===== src/hw/eq_pkg.sv =====
// constants and register map of the equaliser fir configuration block
package eq_pkg;
  localparam int          ADDR_W         = 15;
  localparam int          DATA_W         = 8;
  localparam int          COEF_W         = 16;
  localparam logic [14:0] FIR_CONFIG_OFS = 15'h0400;
  localparam logic [14:0] COEF_A_BASE    = 15'h0418;
  localparam logic [14:0] COEF_B_BASE    = 15'h0430;
  localparam logic [14:0] FINE_GAIN_OFS  = 15'h0357;
  localparam logic [7:0]  FIR_CONFIG_RST = 8'h00;
  localparam logic [7:0]  FINE_GAIN_RST  = 8'h00;
  localparam logic [15:0] COEF_RST       = 16'h0000;
  localparam int          SHARE_BIT      = 6;
  localparam int          MERGE_BIT      = 5;
  localparam int          SCW_LSB        = 2;
  localparam int          SCW_W          = 3;
  localparam int          MODE_LSB       = 0;
  localparam int          MODE_W         = 2;
  localparam logic [2:0]  SCW_MAX        = 3'h6;
  localparam logic [1:0]  MODE_OFF       = 2'h0;
  localparam logic [1:0]  MODE_ON        = 2'h2;
  localparam int          GAIN_W         = 5;
  localparam int          SCW_BASE_EXP   = -16;
endpackage


===== src/hw/eq_coef_mem.sv =====
// coefficient store for both channel tap sets, registered read ports
`timescale 1ns/1ps
module eq_coef_mem #(
  parameter int DEPTH = 22,
  parameter int AW    = 5
) (
  input  wire logic          clock_i,
  input  wire logic          rst_i,
  input  wire logic          ce_i,
  input  wire logic          wr_en_i,
  input  wire logic [AW-1:0] wr_addr_i,
  input  wire logic [1:0]    wr_be_i,
  input  wire logic [7:0]    wr_data_i,
  input  wire logic [AW-1:0] rd0_addr_i,
  input  wire logic [AW-1:0] rd1_addr_i,
  input  wire logic [AW-1:0] rd2_addr_i,
  output logic      [15:0]   rd0_data_o,
  output logic      [15:0]   rd1_data_o,
  output logic      [15:0]   rd2_data_o
);
  typedef struct packed {
    logic [DEPTH-1:0][15:0] mem;
    logic [15:0]            rd0;
    logic [15:0]            rd1;
    logic [15:0]            rd2;
  } mem_state_t;

  mem_state_t st;
  mem_state_t next_st;

  always_comb begin
    next_st = st;
    // read before write: a same-cycle read returns the old word
    next_st.rd0 = st.mem[rd0_addr_i];
    next_st.rd1 = st.mem[rd1_addr_i];
    next_st.rd2 = st.mem[rd2_addr_i];
    if (wr_en_i && (int'(wr_addr_i) < DEPTH)) begin
      if (wr_be_i[0]) begin
        next_st.mem[wr_addr_i][7:0] = wr_data_i;
      end
      if (wr_be_i[1]) begin
        next_st.mem[wr_addr_i][15:8] = wr_data_i;
      end
    end
  end

  always_ff @(posedge clock_i or posedge rst_i) begin
    if (rst_i) begin
      st.mem <= {DEPTH{eq_pkg::COEF_RST}};
      st.rd0 <= 16'h0000;
      st.rd1 <= 16'h0000;
      st.rd2 <= 16'h0000;
    end else if (ce_i) begin
      st <= next_st;
    end
  end

  assign rd0_data_o = st.rd0;
  assign rd1_data_o = st.rd1;
  assign rd2_data_o = st.rd2;
endmodule


===== src/hw/fir_equalizer_config.sv =====
// equaliser fir configuration registers, tap lookup and sample routing
`timescale 1ns/1ps
module fir_equalizer_config #(
  parameter int TAPS      = 11,
  parameter int SAMPLE_W  = 8,
  parameter int COEF_OUT_W = 22
) (
  input  wire logic                  clock_i,
  input  wire logic                  rst_i,
  input  wire logic                  ce_i,
  input  wire logic [14:0]           reg_addr_i,
  input  wire logic [7:0]            reg_wdata_i,
  input  wire logic                  reg_we_i,
  input  wire logic                  reg_re_i,
  output logic      [7:0]            reg_rdata_o,
  output logic                       reg_rvalid_o,
  input  wire logic                  coef_req_i,
  input  wire logic [7:0]            coef_tap_i,
  output logic      [COEF_OUT_W-1:0] coef_a_o,
  output logic      [COEF_OUT_W-1:0] coef_b_o,
  output logic                       coef_valid_o,
  input  wire logic                  in_valid_i,
  input  wire logic [SAMPLE_W-1:0]   in_a_i,
  input  wire logic [SAMPLE_W-1:0]   in_b_i,
  output logic                       byp_valid_o,
  output logic      [SAMPLE_W-1:0]   byp_a_o,
  output logic      [SAMPLE_W-1:0]   byp_b_o,
  output logic                       eng_valid_o,
  output logic                       eng_merged_o,
  output logic      [SAMPLE_W-1:0]   eng_first_o,
  output logic      [SAMPLE_W-1:0]   eng_second_o,
  output logic                       filter_enable_o,
  output logic      [4:0]            fine_gain_b_bank1_o
);
  localparam int DEPTH  = 2 * TAPS;
  localparam int AW     = $clog2(DEPTH);
  localparam int CENTER = (TAPS - 1) / 2;

  typedef struct packed {
    logic [7:0]            fir_config;
    logic [7:0]            fine_gain;
    logic                  fen;
    logic                  rd_pend;
    logic                  rd_coef;
    logic                  rd_hi;
    logic [7:0]            rd_hold;
    logic [7:0]            rdata;
    logic                  rvalid;
    logic                  cf_pend;
    logic                  cf_center;
    logic [COEF_OUT_W-1:0] coef_a;
    logic [COEF_OUT_W-1:0] coef_b;
    logic                  coef_valid;
    logic                  byp_valid;
    logic [SAMPLE_W-1:0]   byp_a;
    logic [SAMPLE_W-1:0]   byp_b;
    logic                  eng_valid;
    logic                  eng_merged;
    logic [SAMPLE_W-1:0]   eng_first;
    logic [SAMPLE_W-1:0]   eng_second;
  } state_t;

  state_t st;
  state_t next_st;

  function automatic logic coef_hit(input logic [14:0] a,
                                    input logic [14:0] base);
    coef_hit = (a >= base) && (a < base + 15'(DEPTH));
  endfunction

  function automatic logic [AW-1:0] coef_word(input logic [14:0] a,
                                              input logic [14:0] base,
                                              input logic        bank_b);
    logic [14:0] off;
    off = a - base;
    coef_word = AW'(off >> 1) + (bank_b ? AW'(TAPS) : AW'(0));
  endfunction

  // weight is kept in units of 2^-16, so a side tap shifts by the weight, held at SCW_MAX (6) for 7
  function automatic logic [COEF_OUT_W-1:0] scale(input logic [15:0] c,
                                                  input logic [2:0]  scw,
                                                  input logic        ctr);
    logic [2:0]                   s;
    logic signed [COEF_OUT_W-1:0] x;
    s = (scw > eq_pkg::SCW_MAX) ? eq_pkg::SCW_MAX : scw;
    x = COEF_OUT_W'($signed(c));
    scale = ctr ? x : (x <<< s);
  endfunction

  logic [2:0]    scw;
  logic [1:0]    mode;
  logic          enabled;
  logic          a_hit;
  logic          b_hit;
  logic [AW-1:0] reg_word;
  logic [AW-1:0] tap_a_word;
  logic [AW-1:0] tap_b_word;
  logic          tap_ok;
  logic [AW-1:0] tap_idx;
  logic [15:0]   rd_word;
  logic [15:0]   tap_a_data;
  logic [15:0]   tap_b_data;

  assign scw  = st.fir_config[eq_pkg::SCW_LSB +: eq_pkg::SCW_W];
  assign mode = st.fir_config[eq_pkg::MODE_LSB +: eq_pkg::MODE_W];
  // reserved codes behave as disabled
  assign enabled = (mode == eq_pkg::MODE_ON);
  assign a_hit = coef_hit(reg_addr_i, eq_pkg::COEF_A_BASE);
  assign b_hit = coef_hit(reg_addr_i, eq_pkg::COEF_B_BASE);
  assign reg_word = b_hit ? coef_word(reg_addr_i, eq_pkg::COEF_B_BASE, 1'b1)
                  : a_hit ? coef_word(reg_addr_i, eq_pkg::COEF_A_BASE, 1'b0)
                  : AW'(0);
  assign tap_ok  = (int'(coef_tap_i) < TAPS);
  // park an out-of-range lookup on word 0 so the store is never indexed
  // past its end; that answer is dropped anyway
  assign tap_idx = tap_ok ? AW'(coef_tap_i) : AW'(0);
  assign tap_a_word = tap_idx;
  assign tap_b_word = st.fir_config[eq_pkg::SHARE_BIT]
                    ? tap_idx
                    : tap_idx + AW'(TAPS);

  // port 0 serves the register bus, ports 1 and 2 the two channels
  eq_coef_mem #(
    .DEPTH (DEPTH),
    .AW    (AW)
  ) u_mem (
    .clock_i    (clock_i),
    .rst_i      (rst_i),
    .ce_i       (ce_i),
    .wr_en_i    (reg_we_i && (a_hit || b_hit)),
    .wr_addr_i  (reg_word),
    .wr_be_i    ({reg_addr_i[0], ~reg_addr_i[0]}),
    .wr_data_i  (reg_wdata_i),
    .rd0_addr_i (reg_word),
    .rd1_addr_i (tap_a_word),
    .rd2_addr_i (tap_b_word),
    .rd0_data_o (rd_word),
    .rd1_data_o (tap_a_data),
    .rd2_data_o (tap_b_data)
  );

  always_comb begin
    next_st = st;
    // register writes; no interlock against a running link, software
    // is trusted to change these only with the link off
    if (reg_we_i) begin
      if (reg_addr_i == eq_pkg::FIR_CONFIG_OFS) begin
        next_st.fir_config = reg_wdata_i;
      end
      if (reg_addr_i == eq_pkg::FINE_GAIN_OFS) begin
        next_st.fine_gain = reg_wdata_i;
      end
    end
    // the enable pin comes from its own flop, kept equal to the mode field being MODE_ON
    next_st.fen = (next_st.fir_config[eq_pkg::MODE_LSB +: eq_pkg::MODE_W]
                   == eq_pkg::MODE_ON);
    // reads answer two cycles after the request, mapped or not
    next_st.rd_pend = reg_re_i;
    next_st.rd_coef = a_hit || b_hit;
    next_st.rd_hi   = reg_addr_i[0];
    if (reg_addr_i == eq_pkg::FIR_CONFIG_OFS) begin
      next_st.rd_hold = st.fir_config;
    end else if (reg_addr_i == eq_pkg::FINE_GAIN_OFS) begin
      next_st.rd_hold = st.fine_gain;
    end else begin
      next_st.rd_hold = 8'h00;
    end
    next_st.rvalid = st.rd_pend;
    if (st.rd_pend) begin
      if (st.rd_coef) begin
        next_st.rdata = st.rd_hi ? rd_word[15:8] : rd_word[7:0];
      end else begin
        next_st.rdata = st.rd_hold;
      end
    end
    // tap lookup for the filter arithmetic
    next_st.cf_pend    = coef_req_i && tap_ok;
    next_st.cf_center  = (int'(coef_tap_i) == CENTER);
    next_st.coef_valid = st.cf_pend;
    if (st.cf_pend) begin
      next_st.coef_a = scale(tap_a_data, scw, st.cf_center);
      next_st.coef_b = scale(tap_b_data, scw, st.cf_center);
    end
    // sample routing
    next_st.byp_valid = in_valid_i && !enabled;
    next_st.eng_valid = in_valid_i && enabled;
    next_st.eng_merged = st.fir_config[eq_pkg::MERGE_BIT];
    if (in_valid_i && !enabled) begin
      next_st.byp_a = in_a_i;
      next_st.byp_b = in_b_i;
    end
    if (in_valid_i && enabled) begin
      // merged: a is the older sample, b the next one of the same stream
      next_st.eng_first  = in_a_i;
      next_st.eng_second = in_b_i;
    end
  end

  always_ff @(posedge clock_i or posedge rst_i) begin
    if (rst_i) begin
      st            <= '0;
      st.fir_config <= eq_pkg::FIR_CONFIG_RST;
      st.fine_gain  <= eq_pkg::FINE_GAIN_RST;
    end else if (ce_i) begin
      st <= next_st;
    end
  end

  assign reg_rdata_o         = st.rdata;
  assign reg_rvalid_o        = st.rvalid;
  assign coef_a_o            = st.coef_a;
  assign coef_b_o            = st.coef_b;
  assign coef_valid_o        = st.coef_valid;
  assign byp_valid_o         = st.byp_valid;
  assign byp_a_o             = st.byp_a;
  assign byp_b_o             = st.byp_b;
  assign eng_valid_o         = st.eng_valid;
  assign eng_merged_o        = st.eng_merged;
  assign eng_first_o         = st.eng_first;
  assign eng_second_o        = st.eng_second;
  assign filter_enable_o     = st.fen;
  assign fine_gain_b_bank1_o = st.fine_gain[4:0];
endmodule


===== config.mk =====
export PLATFORM = sky130hd
export DESIGN_NAME = fir_equalizer_config
export DESIGN_NICKNAME = d
export VERILOG_FILES = /design/src/hw/eq_pkg.sv /design/src/hw/eq_coef_mem.sv /design/src/hw/fir_equalizer_config.sv
export SDC_FILE = /design/constraint.sdc
export NUM_CORES = 1
export LEC_CHECK = 0
export ABC_CLOCK_PERIOD_IN_PS = 17100
export BUFFER_PORTS_ARGS = -buffer_cell sky130_fd_sc_hd__buf_4
export CAP_MARGIN = 20
export CORE_ASPECT_RATIO = 1.1
export CORE_MARGIN = 5
export CORE_UTILIZATION = 30
export DETAILED_ROUTE_END_ITERATION = 12
export GPL_TIMING_DRIVEN = 0
export SETUP_SLACK_MARGIN = 0.05
export SYNTH_ARGS = -nofsm -noshare
export SYNTH_HDL_FRONTEND = slang
export SYNTH_HIERARCHICAL = 1
export SYNTH_SLANG_ARGS = --single-unit

===== constraint.sdc =====
create_clock -name clock_i -period 17.1 [get_ports clock_i]
set_clock_uncertainty 0.15 [all_clocks]
set_input_delay 1.71 -clock clock_i [delete_from_list [all_inputs] [get_ports clock_i]]
set_output_delay 1.71 -clock clock_i [all_outputs]
set_load 0.03 [all_outputs]

==> out/results.env <==
STATUS='complete, no violations'
CRIT_PATH_END_KIND='flop'
POWER.SHARE.SWITCHING_PCT=28.5
SYNTH_AREA_MM2=0.0320
PWR-SHARE-CLK_PCT=45.5
PORTBUFFERS=146
SETUP_VIOL=0
DIE_AREA_MM2=0.113
CTSHTREEMAXLEVEL=3
ROUTE.DETAILED.WL_PER_INST_UM=33.1
FINALHOLDVIOLCOUNT=0
WORSTHOLDPATHTYPE='flop to flop'
ROOT_BUFFER='clkbuf_16'
CTS_HOLD_BUFFERS=0
CTS_RESIZED=0
FP-ROW-COUNT=125
SHARE_SEQ_OF_TOTAL_POWER_PCT=40.5
DRV_SLEW=0
NUM-FILL-CELLS=10677
DRC_ERRORS=0
HP-START='coef_a_o[21]'
AREA_FRACTION_IN_COMPOUND_GATES_AFTER_SYNTHESIS_PCT=11.3
STARTPOINT_TYPE='primary input'
R2R_CELLS=10
PLACEABLE_CORE_REGION_MM2=0.106
WORST_HOLD_PATH.NUM_CELLS=2
GRT_PASS1_VIAS=26095
POWER.IR.VDD_WORST_V=0.0000548
POWER_DENSITY_mW_PER_MM2=86.6
SUM_OF_OVERFLOW_ACROSS_ALL_LAYERS_AFTER_GLOBAL_ROUTING=0
DPL_WIRE_LENGTH_UM=110000
SYNTH_SEQUENTIAL_AREA_RATIO_PCT=40.5
NUMCTSBUFFERS=66
MIN_PERIOD_OVER_PERIOD_PCT=39.6
SYNTH_TOP_FAMILY_BY_AREA='multiplexers'
ANTENNA_VIOL_NETS_FINAL=0
GRT_ANTENNA_BEFORE_REPAIR=14
CAP_VIOL_MAX_COUNT=0
SYNTHDISTINCTLIBCELLS=81
DRT_WL_TOTAL_UM=150000
SYNTH_FLOP_CELL='dfrtp_1'
MAX_SLEW_MARGIN_PCT=10.4
SYNTH_ENABLE_FLOP_CELLS=0
P_INT_mW=2.31
TIMING.HOLD.WORST_ENDPOINT='coef_a_o[21]'
WORST_R2R_DST='u_mem/rd2_data_o[2]'
EFFECTIVE_UTILIZATION_AT_FLOORPLAN_PCT=30.2
POST_SYNTH.CELL_AREA_AVG_UM2=11.2
STDCELL_COUNT=4532
REGTOREGSTARTPOINT='st[117]'
P_LEAK_nW=16.7
POST-CTS-SETUP-BUFFERS=0
CTSLONGESTPATHBUFFERS=3
WORSTSETUPPATHTYPE='primary input to flop'
FLOORPLAN.IO_PINS=149
SHARE_COMB_OF_TOTAL_POWER_PCT=14.0
REG2REG_SLACK_PS=12570
ACHIEVABLE-FREQUENCY_MHz=148
WORST_SETUP_HOLD_PATH_CLK_SLEW_PS=50
DRT_FIRST_ITER_VIOLATIONS=3478
LAYOUT-DRIVE-GT1-SHARE_PCT=32.0
POSTSYNTHCELLCOUNT=2852
WORST_EP_REQUIRED_TIME_PS=17420
GRT_START_MAX_NET_PINS=119
ROUTABILITYCONGESTION=1.05
GRT_UTIL_ALL_LAYERS_PCT=25.4
WORST-SLEW-PIN-TRANSITION_PS=1340
SYNTH_SIMPLE_GATE_AREA_SHARE_PCT=8.11
DIE_W_UM=322
P_SWITCHING_uW=922
GRT_SETUP_UNREPAIRED='no'
CLOCK_INSERTION_DELAY_WORST_SKEW_PS=650
PLACEDCELLCOUNT=4407
POSTSYNTH.ASYNCRESETSHARE_PCT=100
YOSYS.AREA_SHARE.XOR_XNOR_PCT=0.109
PERIOD_MINUS_SLACK_PS=6770
SYNTH.MUX.AREA_FRACTION_PCT=32.7
DIE-HEIGHT_UM=353
POST_SYNTH_FA_HA_MAJ_AREA_FRACTION_PCT=0.391
LAYOUT.NETS=3145
LAYOUT.CORE_UTILIZATION_PCT=35.3
POST_SYNTHESIS_TO_FINAL_LAYOUT_AREA_GROWTH_PCT=16.6
CP_MAX_FO=11
SYNTH_SEQ_CELLS=519
SYNTH.YOSYS.WARNINGS=6
CLOCK_SINKS=519
GRT_PASS1_WL_UM=207000
DR.PASS1.ITERS=8
VIA_DENSITY=5.90
WORST-ENDPOINT-ARRIVAL_PS=7080
TRITONCTS='built'
ROUTED-VIA-COUNT=26719
-- routing by layer --
metal	vias to the layer above	track usage (%)	routed length [um]
met5	-	0	47
li1	10951	-	-
met4	8	15.6	11500
met1	13509	32.1	57300
met2	1730	38.2	64600
met3	521	7.41	16400
-- state kept, by name, indices dropped and copies added (netlist names), 2 cells and up --
name / cells
coef_b_o: 22
scw: 3
mode: 2
reg_rdata_o: 8
eng_second_o: 8
u_mem/rd1_data_o: 16
u_mem/st: 352
st: 16
next_st: 3
u_mem/rd2_data_o: 16
byp_a_o: 8
byp_b_o: 8
u_mem/rd0_data_o: 16
eng_first_o: 8
fine_gain_b_bank1_o: 5
coef_a_o: 22
-- cells in the mapped netlist, types with 4 or more instances --
| cell | n | area [um2] |
|---|---|---|
| dfrtp_1 | 519 | 13000 |
| mux2i_1 | 445 | 4450 |
| mux2_2 | 380 | 4280 |
| buf_4 | 155 | 1160 |
| nor2_1 | 148 | 556 |
| a22oi_1 | 132 | 991 |
| clkbuf_1 | 132 | 495 |
| nand2_1 | 116 | 435 |
| o21ai_0 | 95 | 475 |
| buf_2 | 68 | 340 |
| nand3_1 | 65 | 325 |
| mux4_2 | 60 | 1350 |
| a21oi_1 | 55 | 275 |
| o22ai_1 | 52 | 325 |
| a31oi_1 | 42 | 263 |
| inv_1 | 29 | 109 |
| nor2b_1 | 29 | 181 |
| a221oi_1 | 28 | 245 |
| mux2_1 | 24 | 270 |
| a211oi_1 | 22 | 165 |
| nand2b_1 | 21 | 131 |
| a41oi_1 | 19 | 166 |
| o2bb2ai_1 | 17 | 149 |
| nor2_8 | 16 | 320 |
| a21o_1 | 13 | 97.6 |
| nor2_2 | 13 | 81.3 |
| and2_1 | 10 | 62.6 |
| ha_1 | 10 | 125 |
| mux2_4 | 8 | 120 |
| nor2_4 | 7 | 78.8 |
| o2111ai_1 | 7 | 61.3 |
| or2_2 | 7 | 43.8 |
| buf_1 | 6 | 22.5 |
| o211ai_1 | 6 | 45.0 |
| o221ai_1 | 6 | 52.6 |
| a22o_1 | 5 | 43.8 |
| nor3_1 | 5 | 25.0 |
| o21ai_1 | 5 | 25.0 |
| a2bb2oi_1 | 4 | 35.0 |
| nand3b_2 | 4 | 45.0 |
| nand4_1 | 4 | 25.0 |
| nor3b_1 | 4 | 30.0 |
| o21a_1 | 4 | 30.0 |
-- through the flow --
stage	area (um2)	hold WS [ps]	setup TNS [ps]	setup WS, ps	total power, mW
final	37300	325	0	10330	3.23
after global routing	37300	350	0	10500	3.33
after CTS	37300	329	0	10780	3.25
after detailed placement	35000	315	0	10110	1.78
after global placement	34900	316	-432810	-1130	1.78
after floorplan	32000	297	0	4120	1.60
-- logic make-up after synthesis --
family | Yosys count
flops | 519
xor+xnor | 4
fa+ha+maj | 10
other cells | 1
mux | 917
buf+inv | 395
compound gates | 533
simple gates | 473
-- cell usage in the layout (no fill, tap or decap), types with 14 or more instances in the layout --
| cell type | netlist | layout |
|---|---|---|
| a211oi_1 | 22 | 22 |
| clkbuf_1 | 132 | 140 |
| a41oi_1 | 19 | 19 |
| a22oi_1 | 132 | 132 |
| o22ai_1 | 52 | 52 |
| mux2i_1 | 445 | 445 |
| mux4_2 | 60 | 60 |
| o2bb2ai_1 | 17 | 17 |
| mux2_2 | 380 | 380 |
| nand2b_1 | 21 | 21 |
| inv_1 | 29 | 27 |
| clkbuf_16 | 0 | 66 |
| dfrtp_1 | 519 | 519 |
| nor2_1 | 148 | 148 |
| clkinv_2 | 0 | 14 |
| buf_2 | 68 | 68 |
| mux2_1 | 24 | 24 |
| a31oi_1 | 42 | 42 |
| nand3_1 | 65 | 65 |
| a221oi_1 | 28 | 28 |
| nand2_1 | 116 | 116 |
| nor2_8 | 16 | 16 |
| nor2b_1 | 29 | 29 |
| buf_4 | 155 | 304 |
| a21oi_1 | 55 | 54 |
| o21ai_0 | 95 | 94 |
-- power groups by stage --
stage	combinational, mW	sequential [mW]	clock, mW
after detailed placement	0.450	1.33	0
final	0.452	1.31	1.47
after CTS	0.451	1.31	1.49
after floorplan	0.278	1.32	0
after global placement	0.446	1.33	0
after global routing	0.477	1.32	1.53
-- cell type report --
cell class	instances	area [um2]	area share [%]
Multi-Input combinational cell	1942	16900	45.2
Antenna cell	4	10.0	0.0268
Clock inverter	32	408	1.09
Sequential cell	519	13000	34.8
Inverter	32	133	0.355
Tap cell	1397	1750	4.68
Clock buffer	86	1850	4.95
Timing Repair Buffer	157	1270	3.39
Buffer	363	2050	5.50
-- critical path, stage by stage --
cell and delay (ps):
buf_4 110, or4_4 560, nor4_4 390, o21ai_1 170, buf_2 220, o21a_1 190
a21oi_2 760, buf_2 460, nor2b_1 330, clkbuf_1 1030, a21oi_1 170, a31oi_1 780
a31oi_1 170
-- worst max-delay path by stage --
stage	from	endpoint	slack (ps)
after global placement	rst_i	u_mem/st[104]	-1130
after floorplan	rst_i	u_mem/rd0_data_o[0]	4120
after global routing	reg_addr_i[7]	u_mem/rd0_data_o[5]	10500
after detailed placement	reg_addr_i[7]	u_mem/rd0_data_o[15]	10110
final	reg_addr_i[7]	u_mem/rd0_data_o[15]	10330
after CTS	reg_addr_i[7]	u_mem/rd0_data_o[15]	10780
No activity file was read; power rests on OpenSTA's default activity.
